==> src/core/rmf_pkg.sv <==
// package: constants and types for the relay modulator and fault output
package rmf_pkg;

   // register offsets (word index on plain port)
   localparam logic [3:0] REG_CTRL      = 4'h0; // function, mode, part, hold, diag mode
   localparam logic [3:0] REG_CYCLE     = 4'h1; // cycle length, tenths of a second
   localparam logic [3:0] REG_MIN_ON    = 4'h2; // minimum on-time, tenths of a second
   localparam logic [3:0] REG_MAX_RATE  = 4'h3; // maximum pulses per minute
   localparam logic [3:0] REG_FIX_VAL   = 4'h4; // hold fixed value
   localparam logic [3:0] REG_MSG_MAP   = 4'h5; // individual message mask
   localparam logic [3:0] REG_CAT_SEL   = 4'h6; // message index for category access, write and read
   localparam logic [3:0] REG_CAT_VAL   = 4'h7; // category of selected message
   localparam logic [3:0] REG_STATUS    = 4'h8; // relay and fault state

   // control field positions
   localparam int CTRL_FUNC_LSB = 0;  // 2 bits
   localparam int CTRL_MODE_BIT = 2;
   localparam int CTRL_PART_LSB = 3;  // 2 bits
   localparam int CTRL_HOLD_LSB = 5;  // 2 bits
   localparam int CTRL_DIAG_LSB = 7;  // 3 bits

   // timing in tenths of a second
   localparam logic [13:0] CYCLE_MAX      = 14'h2706; // 999.0 s
   localparam logic [13:0] MIN_ON_LOW     = 14'h0003; // 0.3 s
   localparam logic [13:0] CYCLE_RESET    = 14'h0064; // 10.0 s
   localparam logic [7:0]  RATE_LOW       = 8'h01;
   localparam logic [7:0]  RATE_HIGH      = 8'hb4;    // 180 per minute
   localparam logic [7:0]  RATE_RESET     = 8'h3c;    // 60 per minute
   localparam logic [13:0] TENTHS_PER_MIN = 14'h0258; // 600 tenths
   localparam real         TICK_S         = 0.1;      // tick period in seconds
   localparam real         CLK_HZ         = 250.0e6;
   localparam int          TICK_CYCLES    = int'(TICK_S * CLK_HZ);

   // manipulated variable full scale
   localparam logic [15:0] MV_FULL = 16'h7fff;

   typedef enum logic [1:0] {
      FN_OFF   = 2'b00,
      FN_CTRL  = 2'b01,
      FN_DIAG  = 2'b10
   } rmf_func_type;

   typedef enum logic [1:0] {
      PART_NONE = 2'b00,
      PART_NEG  = 2'b01,
      PART_POS  = 2'b10
   } rmf_part_type;

   typedef enum logic [1:0] {
      HOLD_FREEZE = 2'b00,
      HOLD_FIXED  = 2'b01,
      HOLD_IGNORE = 2'b10
   } rmf_hold_type;

   typedef enum logic [2:0] {
      DG_ASSIGNED = 3'b000,
      DG_CAT_M    = 3'b001,
      DG_CAT_S    = 3'b010,
      DG_CAT_C    = 3'b011,
      DG_CAT_F    = 3'b100
   } rmf_diag_type;

   typedef enum logic [1:0] {
      PH_IDLE = 2'b00,
      PH_ON   = 2'b01,
      PH_OFF  = 2'b10
   } rmf_phase_type;

endpackage : rmf_pkg

==> src/core/rmf_fault_sel.sv <==
// module: fault message selection for a diagnostic relay
`timescale 1ns/1ps
`default_nettype none

module rmf_fault_sel #(
   parameter int N_MSG = 16
) (
   // clock and reset
   input  wire logic               clk_i,
   input  wire logic               rst_i,
   // messages and mapping
   input  wire logic [N_MSG-1:0]   msg_i,
   input  wire logic [N_MSG-1:0]   assign_mask_i,
   input  wire logic [2*N_MSG-1:0] cat_map_i,
   input  wire logic [2:0]         diag_mode_i,
   // result
   output logic                    fault_o
);

   typedef struct packed {
      logic fault;
   } rmf_fs_state_type;

   rmf_fs_state_type s_q;
   rmf_fs_state_type s_d;

   // any message active in the chosen selection
   always_comb begin
      s_d = s_q;
      s_d.fault = 1'b0;
      for (int i = 0; i < N_MSG; i++) begin
         if (diag_mode_i == rmf_pkg::DG_ASSIGNED) begin
            if (msg_i[i] && assign_mask_i[i]) s_d.fault = 1'b1;
         end else begin
            if (msg_i[i] && ({1'b0, cat_map_i[2*i +: 2]} == diag_mode_i - 3'h1)) begin
               s_d.fault = 1'b1;
            end
         end
      end
   end

   always_ff @(posedge clk_i or posedge rst_i) begin
      if (rst_i) s_q <= '0;
      else       s_q <= s_d;
   end

   assign fault_o = s_q.fault;

endmodule : rmf_fault_sel

`default_nettype wire

==> src/core/rmf_relay.sv <==
// module: relay modulator with fail-safe diagnostic and alarm relay output
//
// Overview of operation
// - width mode: fixed period, only the energized fraction varies
// - frequency mode: fixed pulse length, gap varies with the variable
// - frequency mode at full-scale variable: gap equals pulse length
// - part select none, decreasing or increasing; none after reset
// - increasing part drives relay from positive variable
// - decreasing part drives relay from negative variable
// - cycle length configurable from minimum on-time to 999.0 s
// - cycle length never below minimum on-time
// - minimum on-time 0.3 s up to cycle length, default 0.3 s
// - width mode: pulses shorter than minimum on-time are suppressed for that cycle
// - maximum rate 1 to 180 per minute, default 60
// - frequency pulse length derived from maximum rate
// - diagnostic relay energized while no selected fault active
// - alarm relay always fail-safe
// - diagnostic source is one of 4 categories or individual set
// - individual mode: any mapped active message de-energizes
// - category mode: any message in category de-energizes; mapping configurable
// - after reset relay individual mode, alarm relay failure category
// - individual mapping writable only while function is diagnostics
// - each cycle is energized pulse then de-energized interval
// - mode width or frequency; width after reset
// - hold behaviour freeze, fixed value or ignore
//
// Decided for this implementation: the address-and-strobe port and the register offsets.
`timescale 1ns/1ps
`default_nettype none

module rmf_relay #(
   parameter int N_MSG       = 16,
   parameter int TICK_CYCLES = rmf_pkg::TICK_CYCLES
) (
   // clock and reset
   input  wire logic               SYS_CLK_I,
   input  wire logic               RST_I,
   // register port
   input  wire logic [3:0]         ADDR_I,
   input  wire logic [31:0]        WDATA_I,
   input  wire logic               WR_I,
   input  wire logic               RD_I,
   output logic      [31:0]        RDATA_O,
   // controller and diagnostics
   input  wire logic signed [15:0] MV_I,
   input  wire logic               HOLD_I,
   input  wire logic [N_MSG-1:0]   MSG_I,
   // relay coils
   output logic                    RELAY_O,
   output logic                    ALARM_RELAY_O
);

   localparam int TW = 14; // tenths width
   localparam logic [TW-1:0] ONE_T = 14'h0001;

   typedef struct packed {
      logic [1:0]           func;
      logic                 pfm;
      logic [1:0]           part;
      logic [1:0]           hold;
      logic [2:0]           diag;
      logic [TW-1:0]        cycle;
      logic [TW-1:0]        min_on;
      logic [7:0]           rate;
      logic [15:0]          fix_val;
      logic [N_MSG-1:0]     mask;
      logic [2*N_MSG-1:0]   cat_map;
      logic [7:0]           cat_idx;
      logic [15:0]          mv_held;
      logic [31:0]          tick_cnt;
      logic [1:0]           phase;
      logic [TW-1:0]        remain;
      logic [TW-1:0]        on_len;   // on-time latched at cycle start
      logic                 relay;
      logic                 alarm;
      logic [31:0]          rdata;
   } rmf_state_type;

   rmf_state_type s_q;
   rmf_state_type s_d;

   logic fault_relay;
   logic fault_alarm;

   ////////////////////////////////////////////////////////////////////////////
   // helpers

   // clamp a signed value to zero through full scale
   function automatic logic [15:0] clamp_mv(input logic signed [16:0] v);
      if (v < 0)                               clamp_mv = 16'h0000;
      else if (v > $signed({1'b0, rmf_pkg::MV_FULL})) clamp_mv = rmf_pkg::MV_FULL;
      else                                     clamp_mv = v[15:0];
   endfunction : clamp_mv

   // scale a duration by the unipolar fraction
   function automatic logic [TW-1:0] scale_t(input logic [TW-1:0] t, input logic [15:0] f);
      logic [31:0] p;
      p = 32'(t) * 32'(f);
      scale_t = TW'(p / 32'(rmf_pkg::MV_FULL));
   endfunction : scale_t

   ////////////////////////////////////////////////////////////////////////////
   // fault selection: relay and alarm relay

   rmf_fault_sel #(.N_MSG(N_MSG)) u_fs_relay (
      .clk_i         (SYS_CLK_I),
      .rst_i         (RST_I),
      .msg_i         (MSG_I),
      .assign_mask_i (s_q.mask),
      .cat_map_i     (s_q.cat_map),
      .diag_mode_i   (s_q.diag),
      .fault_o       (fault_relay)
   );

   rmf_fault_sel #(.N_MSG(N_MSG)) u_fs_alarm (
      .clk_i         (SYS_CLK_I),
      .rst_i         (RST_I),
      .msg_i         (MSG_I),
      .assign_mask_i ('0),
      .cat_map_i     (s_q.cat_map),
      .diag_mode_i   (rmf_pkg::DG_CAT_F),
      .fault_o       (fault_alarm)
   );

   ////////////////////////////////////////////////////////////////////////////
   // next state

   always_comb begin
      logic signed [16:0] part_v;
      logic [15:0]        frac;
      logic [TW-1:0]      on_t;
      logic [TW-1:0]      off_t;
      logic [TW-1:0]      pulse_t;
      logic [TW-1:0]      wcyc;
      logic [TW-1:0]      wmin;
      logic               tick;
      part_v  = '0;
      frac    = '0;
      on_t    = '0;
      off_t   = '0;
      pulse_t = '0;
      wcyc    = '0;
      wmin    = '0;
      tick    = 1'b0;
      s_d = s_q;
      s_d.rdata = '0;

      // register writes
      if (WR_I) begin
         unique case (ADDR_I)
            rmf_pkg::REG_CTRL: begin
               s_d.func = WDATA_I[rmf_pkg::CTRL_FUNC_LSB +: 2];
               s_d.pfm  = WDATA_I[rmf_pkg::CTRL_MODE_BIT];
               s_d.part = WDATA_I[rmf_pkg::CTRL_PART_LSB +: 2];
               s_d.hold = WDATA_I[rmf_pkg::CTRL_HOLD_LSB +: 2];
               if (WDATA_I[rmf_pkg::CTRL_DIAG_LSB +: 3] <= rmf_pkg::DG_CAT_F)
                  s_d.diag = WDATA_I[rmf_pkg::CTRL_DIAG_LSB +: 3];
            end
            rmf_pkg::REG_CYCLE: begin
               wcyc = WDATA_I[TW-1:0];
               if (wcyc > rmf_pkg::CYCLE_MAX) wcyc = rmf_pkg::CYCLE_MAX;
               if (wcyc < s_q.min_on)         wcyc = s_q.min_on;
               s_d.cycle = wcyc;
            end
            rmf_pkg::REG_MIN_ON: begin
               wmin = WDATA_I[TW-1:0];
               if (wmin < rmf_pkg::MIN_ON_LOW) wmin = rmf_pkg::MIN_ON_LOW;
               if (wmin > s_q.cycle)           wmin = s_q.cycle;
               s_d.min_on = wmin;
            end
            rmf_pkg::REG_MAX_RATE: begin
               if (WDATA_I[7:0] < rmf_pkg::RATE_LOW)       s_d.rate = rmf_pkg::RATE_LOW;
               else if (WDATA_I[7:0] > rmf_pkg::RATE_HIGH) s_d.rate = rmf_pkg::RATE_HIGH;
               else                                        s_d.rate = WDATA_I[7:0];
            end
            rmf_pkg::REG_FIX_VAL: s_d.fix_val = WDATA_I[15:0];
            rmf_pkg::REG_MSG_MAP: begin
               if (s_q.func == rmf_pkg::FN_DIAG) s_d.mask = WDATA_I[N_MSG-1:0];
            end
            rmf_pkg::REG_CAT_SEL: s_d.cat_idx = WDATA_I[7:0];
            rmf_pkg::REG_CAT_VAL: begin
               if (32'(s_q.cat_idx) < N_MSG)
                  s_d.cat_map[2*s_q.cat_idx +: 2] = WDATA_I[1:0];
            end
            default: ;
         endcase
      end

      // register reads, data in the following cycle
      if (RD_I) begin
         unique case (ADDR_I)
            rmf_pkg::REG_CTRL: s_d.rdata = 32'({s_q.diag, s_q.hold, s_q.part, s_q.pfm, s_q.func});
            rmf_pkg::REG_CYCLE:    s_d.rdata = 32'(s_q.cycle);
            rmf_pkg::REG_MIN_ON:   s_d.rdata = 32'(s_q.min_on);
            rmf_pkg::REG_MAX_RATE: s_d.rdata = 32'(s_q.rate);
            rmf_pkg::REG_FIX_VAL:  s_d.rdata = 32'(s_q.fix_val);
            rmf_pkg::REG_MSG_MAP:  s_d.rdata = 32'(s_q.mask);
            rmf_pkg::REG_CAT_SEL:  s_d.rdata = 32'(s_q.cat_idx);
            rmf_pkg::REG_CAT_VAL: begin
               if (32'(s_q.cat_idx) < N_MSG) s_d.rdata = 32'(s_q.cat_map[2*s_q.cat_idx +: 2]);
            end
            rmf_pkg::REG_STATUS:
               s_d.rdata = 32'({fault_alarm, fault_relay, s_q.phase, s_q.alarm, s_q.relay});
            default: s_d.rdata = '0;
         endcase
      end

      // tenth-second tick
      if (s_q.tick_cnt == 32'(TICK_CYCLES - 1)) begin
         s_d.tick_cnt = '0;
         tick = 1'b1;
      end else begin
         s_d.tick_cnt = s_q.tick_cnt + 32'h1;
      end

      // hold behaviour on the manipulated variable
      if (!HOLD_I || s_q.hold == rmf_pkg::HOLD_IGNORE) begin
         s_d.mv_held = MV_I;
      end else if (s_q.hold == rmf_pkg::HOLD_FIXED) begin
         s_d.mv_held = s_q.fix_val;
      end

      // unipolar part select and clamp
      if (s_q.part == rmf_pkg::PART_POS) part_v = 17'(signed'(s_q.mv_held));
      else if (s_q.part == rmf_pkg::PART_NEG)
         part_v = -17'(signed'(s_q.mv_held));
      frac = clamp_mv(part_v);

      // on-time and gap for the coming cycle
      if (!s_q.pfm) begin
         on_t  = scale_t(s_q.cycle, frac);
         if (on_t < s_q.min_on) on_t = '0;
         off_t = s_q.cycle - on_t;
      end else begin
         pulse_t = TW'(rmf_pkg::TENTHS_PER_MIN / TW'(s_q.rate >> 0) / TW'(2));
         if (pulse_t == '0) pulse_t = ONE_T;
         on_t = (frac == '0) ? '0 : pulse_t;
         if (frac == '0) off_t = pulse_t;
         else off_t = TW'(32'(pulse_t) * 32'(rmf_pkg::MV_FULL) / 32'(frac));
      end

      // phase sequencing, on-time latched at cycle start, frequency-mode gap at pulse end
      if (s_q.func != rmf_pkg::FN_CTRL || s_q.part == rmf_pkg::PART_NONE) begin
         s_d.phase  = rmf_pkg::PH_IDLE;
         s_d.remain = '0;
      end else if (tick) begin
         if (s_q.remain > ONE_T) begin
            s_d.remain = s_q.remain - ONE_T;
         end else begin
            unique case (s_q.phase)
               rmf_pkg::PH_ON: begin
                  s_d.phase  = rmf_pkg::PH_OFF;
                  // width mode keeps the period: gap from the latched on-time
                  s_d.remain = s_q.pfm ? off_t : s_q.cycle - s_q.on_len;
               end
               default: begin
                  s_d.phase  = (on_t == '0) ? rmf_pkg::PH_OFF : rmf_pkg::PH_ON;
                  s_d.remain = (on_t == '0) ? ((off_t == '0) ? ONE_T : off_t) : on_t;
                  s_d.on_len = on_t;
               end
            endcase
         end
      end

      // relay drive
      unique case (s_q.func)
         rmf_pkg::FN_CTRL: s_d.relay = (s_q.phase == rmf_pkg::PH_ON);
         rmf_pkg::FN_DIAG: s_d.relay = !fault_relay;
         default:          s_d.relay = 1'b0;
      endcase
      s_d.alarm = !fault_alarm;
   end

   ////////////////////////////////////////////////////////////////////////////
   // state register

   always_ff @(posedge SYS_CLK_I or posedge RST_I) begin
      if (RST_I) begin
         s_q        <= '0;
         s_q.func   <= rmf_pkg::FN_OFF;
         s_q.pfm    <= 1'b0;
         s_q.part   <= rmf_pkg::PART_NONE;
         s_q.hold   <= rmf_pkg::HOLD_IGNORE;
         s_q.diag   <= rmf_pkg::DG_ASSIGNED;
         s_q.cycle  <= rmf_pkg::CYCLE_RESET;
         s_q.min_on <= rmf_pkg::MIN_ON_LOW;
         s_q.rate   <= rmf_pkg::RATE_RESET;
         s_q.phase  <= rmf_pkg::PH_IDLE;
      end else begin
         s_q <= s_d;
      end
   end

   // outputs from flip-flops
   assign RDATA_O       = s_q.rdata;
   assign RELAY_O       = s_q.relay;
   assign ALARM_RELAY_O = s_q.alarm;

endmodule : rmf_relay

`default_nettype wire

==> config.mk <==
export PLATFORM = sky130hd
export DESIGN_NAME = rmf_relay
export DESIGN_NICKNAME = d
export VERILOG_FILES = /design/src/core/rmf_pkg.sv /design/src/core/rmf_fault_sel.sv /design/src/core/rmf_relay.sv
export SDC_FILE = /design/constraint.sdc
export NUM_CORES = 2
export LEC_CHECK = 0
export ABC_AREA = 1
export BUFFER_PORTS_ARGS = -buffer_cell sky130_fd_sc_hd__buf_4
export CORE_ASPECT_RATIO = 0.7
export CORE_MARGIN = 1
export CORE_UTILIZATION = 40
export DETAILED_ROUTE_END_ITERATION = 7
export SETUP_SLACK_MARGIN = 0.05
export SYNTH_ARGS = -nofsm -noshare
export SYNTH_HDL_FRONTEND = slang
export SYNTH_SLANG_ARGS = --single-unit
==> constraint.sdc <==
create_clock -name SYS_CLK_I -period 127.1 [get_ports SYS_CLK_I]
set_input_delay 12.71 -clock SYS_CLK_I [delete_from_list [all_inputs] [get_ports SYS_CLK_I]]
set_output_delay 12.71 -clock SYS_CLK_I [all_outputs]
set_load 0.01 [all_outputs]
==> summary.md <==
| Metric | Value |
|---|---|
| Outcome | finished clean |
| Post-synthesis compound-gate area fraction | 0.144 |
| Die width | 473 um |
| Hold endpoint | ALARM_RELAY_O$_DFF_PP0_ |
| CTS H-tree lvls | 1 |
| Slew margin rel. | 0.217 |
| Clk buf depth | 3 |
| Seq cells post-synth | 216 |
| # IOs | 107 |
| Netlist cell types | 90 |
| Register area | 5420 um^2 |
| Area leader, netlist | ha_1 |
| R2r endpoint | s_q[48]$_DFFE_PP0P_ |
| Final-report hold violation count | 0 |
| Port Buffer Count | 74 |
| CP Max Fanout | 31 |
| Max-slew violations | 0 |
| Syn Area/Cell | 6.43 um^2 |
| Post-synthesis mux area share | 0.000161 |
| Die height | 331 um |
| CTS tree | yes |
| Clock Sinks | 216 |
| Main synth FF type | dfrtp_1 |
| 1st-pass router iterations | 7 |
| Post-Synth Adder-Cell Area | 0.220 |
| CTS buffer count | 23 |
| YS warnings | 0 |
| Final setup fails | 0 |
| Worst Hold Launch | u_fs_alarm.fault_o$_DFF_PP0_ |
| GPL Wtd Cong | 0.971 |
| GRT Residual Overflow | 0 |
| Vias/cell | 5.30 |
| Initial antenna violation count | 7 |
| Routed wire length | 199 mm |
| Clk_lat worst skew | 600 ps |
| Slew @ Worst Pin | 1170 ps |
| Max incr delay on CP | 620 ps |
| Final period utilization | 0.901 |
| Dpl hpwl | 162 mm |
| WP data arrival | 115090 ps |
| Largest net degree at the start of global routing | 89 |
| F_max | 8.73 MHz |
| Reg2reg setup slack | 12530 ps |
| Non-Filler Instances | 11780 |
| Number of filler cells placed in the layout | 16146 |
| Core Footprint | 153000 um^2 |
| Max_cap viols | 0 |
| Post-Syn Area | 62000 um^2 |
| Starting Density | 0.404 |
| Area of the multi-input gates | 49700 um^2 |
| Worst path most repeated cell | inv_1 |
| Layout Nets | 10712 |
| First-pass GRT wire length | 317 mm |
| Worst hold path type | reg -> reg |
| Largest family of logic cells by synthesized area | simple AND/OR/NAND/NOR gates |
| Startpoint types | flip-flop |
| Hold path depth | 1 |
| Area growth, synth to finish | 6.40% |
| Cells after DPL | 11680 |
| Vias in the first global route | 57470 |
| Top area cells in the synthesized netlist | ha_1, nand2_1, inv_1, dfrtp_1, fa_1 |
| XOR/XNOR share of the synthesized area | 0.0639 |
| Commonest cells post-synth | nand2_1, inv_1, nor2_1, ha_1, o21ai_0 |
| Sequential area share after synthesis | 0.0874 |
| Layout cell share with drive strength beyond 1 | 0.117 |
| Post-synthesis simple-gate area fraction | 0.365 |
| Tot GR Track Use | 0.248 |
| Clock root cell | clkbuf_16 |
| Synth top area share | 0.146 |
| WP data required | 127620 ps |
| # hold bufs at CTS | 0 |
| Critical path class | reg -> reg |
| Post-Route Skew | 22.5 ps |
| Count leader, synth | nand2_1 |
| Vias | 62475 |
| Starting DRC count in detailed routing | 5554 |
| Worst Setup End Kind | flip-flop |
| Die area | 157000 um^2 |
| Synthesized netlist cell count | 9649 |
| Rows | 120 |
| Post-synth EDFFs | 0 |
| Post-synth ARST share | 1.00 |
| DRC Markers | 0 |
| R2R depth | 779 |
| RR Startpoint | s_q[184]$_DFFE_PP0P_ |
| Worst-path clk slew | 70 ps |
| Final min period | 114570 ps |
| CP max-delay cell | fa_1 |
| Routed WL per cell | 16.9 um |
| Routed Antenna Nets | 0 |
-- repair_timing --
item	4_1_cts	5_1_grt
endpoints found under the setup margin	0	5
resized for setup	0	112
setup buffers	0	51
-- worst max-delay path by stage --
stage                         startpoint             endpoint  slack, ps  cells after the start
floorplan           s_q[184]$_DFFE_PP0P_  s_q[48]$_DFFE_PP0P_      16740                   1174
global placement    s_q[185]$_DFFE_PP0P_  s_q[48]$_DFFE_PP0P_       4200                   1172
detailed placement  s_q[185]$_DFFE_PP0P_  s_q[48]$_DFFE_PP0P_       1300                    942
CTS                 s_q[185]$_DFFE_PP0P_  s_q[48]$_DFFE_PP0P_        730                    910
global route        s_q[184]$_DFFE_PP0P_  s_q[48]$_DFFE_PP0P_       -210                    901
finish              s_q[184]$_DFFE_PP0P_  s_q[48]$_DFFE_PP0P_      12530                    905
-- final cells by class --
| cell class | count | area share |
|---|---|---|
| repair inverters | 4 | 0.000303 |
| repair buffers | 204 | 0.0237 |
| flip-flops and latches | 216 | 0.0822 |
| multi-input cells | 7721 | 0.753 |
| clock buffers | 30 | 0.00958 |
| well taps | 2074 | 0.0393 |
| inverters | 1517 | 0.0893 |
| diodes | 2 | 0.0000759 |
| clock inverters | 12 | 0.00264 |
-- cell families (layout without fill, tap and decap cells) --
family,after synthesis,count (layout)
AO/OA/AOI/OAI,1550,1550
XOR/XNOR,449,449
adder cells (fa/ha/maj),952,952
buffers and inverters,1761,1767
flip-flops,216,216
multiplexers,1,1
other,2,52
AND/OR/NAND/NOR,4718,4719
-- state kept, by name (all words and copies together) (netlist names) --
register / count
s_q: 196
RDATA_O: 16
ALARM_RELAY_O: 1
RELAY_O: 1
u_fs_alarm.fault_o: 1
u_fs_relay.fault_o: 1
-- through the flow --
step,setup TNS (ps),setup slack [ps],util,hold slack [ps],instance area [um^2]
6_report,0,12530,0.430,430,66000
5_1_grt,-209,-209,0.430,441,66000
4_1_cts,0,731,0.425,431,65200
3_5_place_dp,0,1300,0.420,418,64400
3_3_place_gp,0,4200,0.420,418,64400
2_1_floorplan,0,16740,-,383,62200
-- worst max-delay path, delay by kind of cell, from the launching register on --
kind / cells / cell delay (ps)
buffers and inverters: 211 / 20720
adder cells (fa/ha/maj): 52 / 17650
flip-flops: 1 / 590
XOR/XNOR: 2 / 270
AND/OR/NAND/NOR: 309 / 34380
AO/OA/AOI/OAI: 331 / 58550
-- per-layer routing --
layer,vias to the layer above,wire length (um),track usage,share of wire
li1,31256,-,-,-
met3,216,15000,0.0350,0.076
met1,29060,102000,0.389,0.51
met4,4,4380,0.0444,0.022
met5,-,34,0,0.00017
met2,1939,77400,0.352,0.39
-- placed cells by master, fill, tap and decap left out, types with 23 or more instances in the layout --
cell	instances
a21o_1	61
a21oi_1	521
a21oi_2	26
a221oi_1	25
a31oi_1	29
buf_4	200
clkbuf_16	23
conb_1	50
dfrtp_1	205
fa_1	229
ha_1	723
inv_1	1403
inv_2	60
nand2_1	2349
nand2_2	190
nand2_4	182
nand3_1	543
nand3_2	85
nand3b_1	39
nand4_1	167
nor2_1	780
nor2_2	109
nor2_4	47
nor3_1	72
nor4_1	24
o211ai_1	45
o21ai_0	568
o21ai_1	40
o21bai_1	60
o22ai_1	33
o31ai_1	25
or2_2	59
xnor2_1	149
xor2_1	296
Power is left out: the tool's default activity adds up to more than one toggle a clock period on the data nets, which glitch-free logic cannot reach.
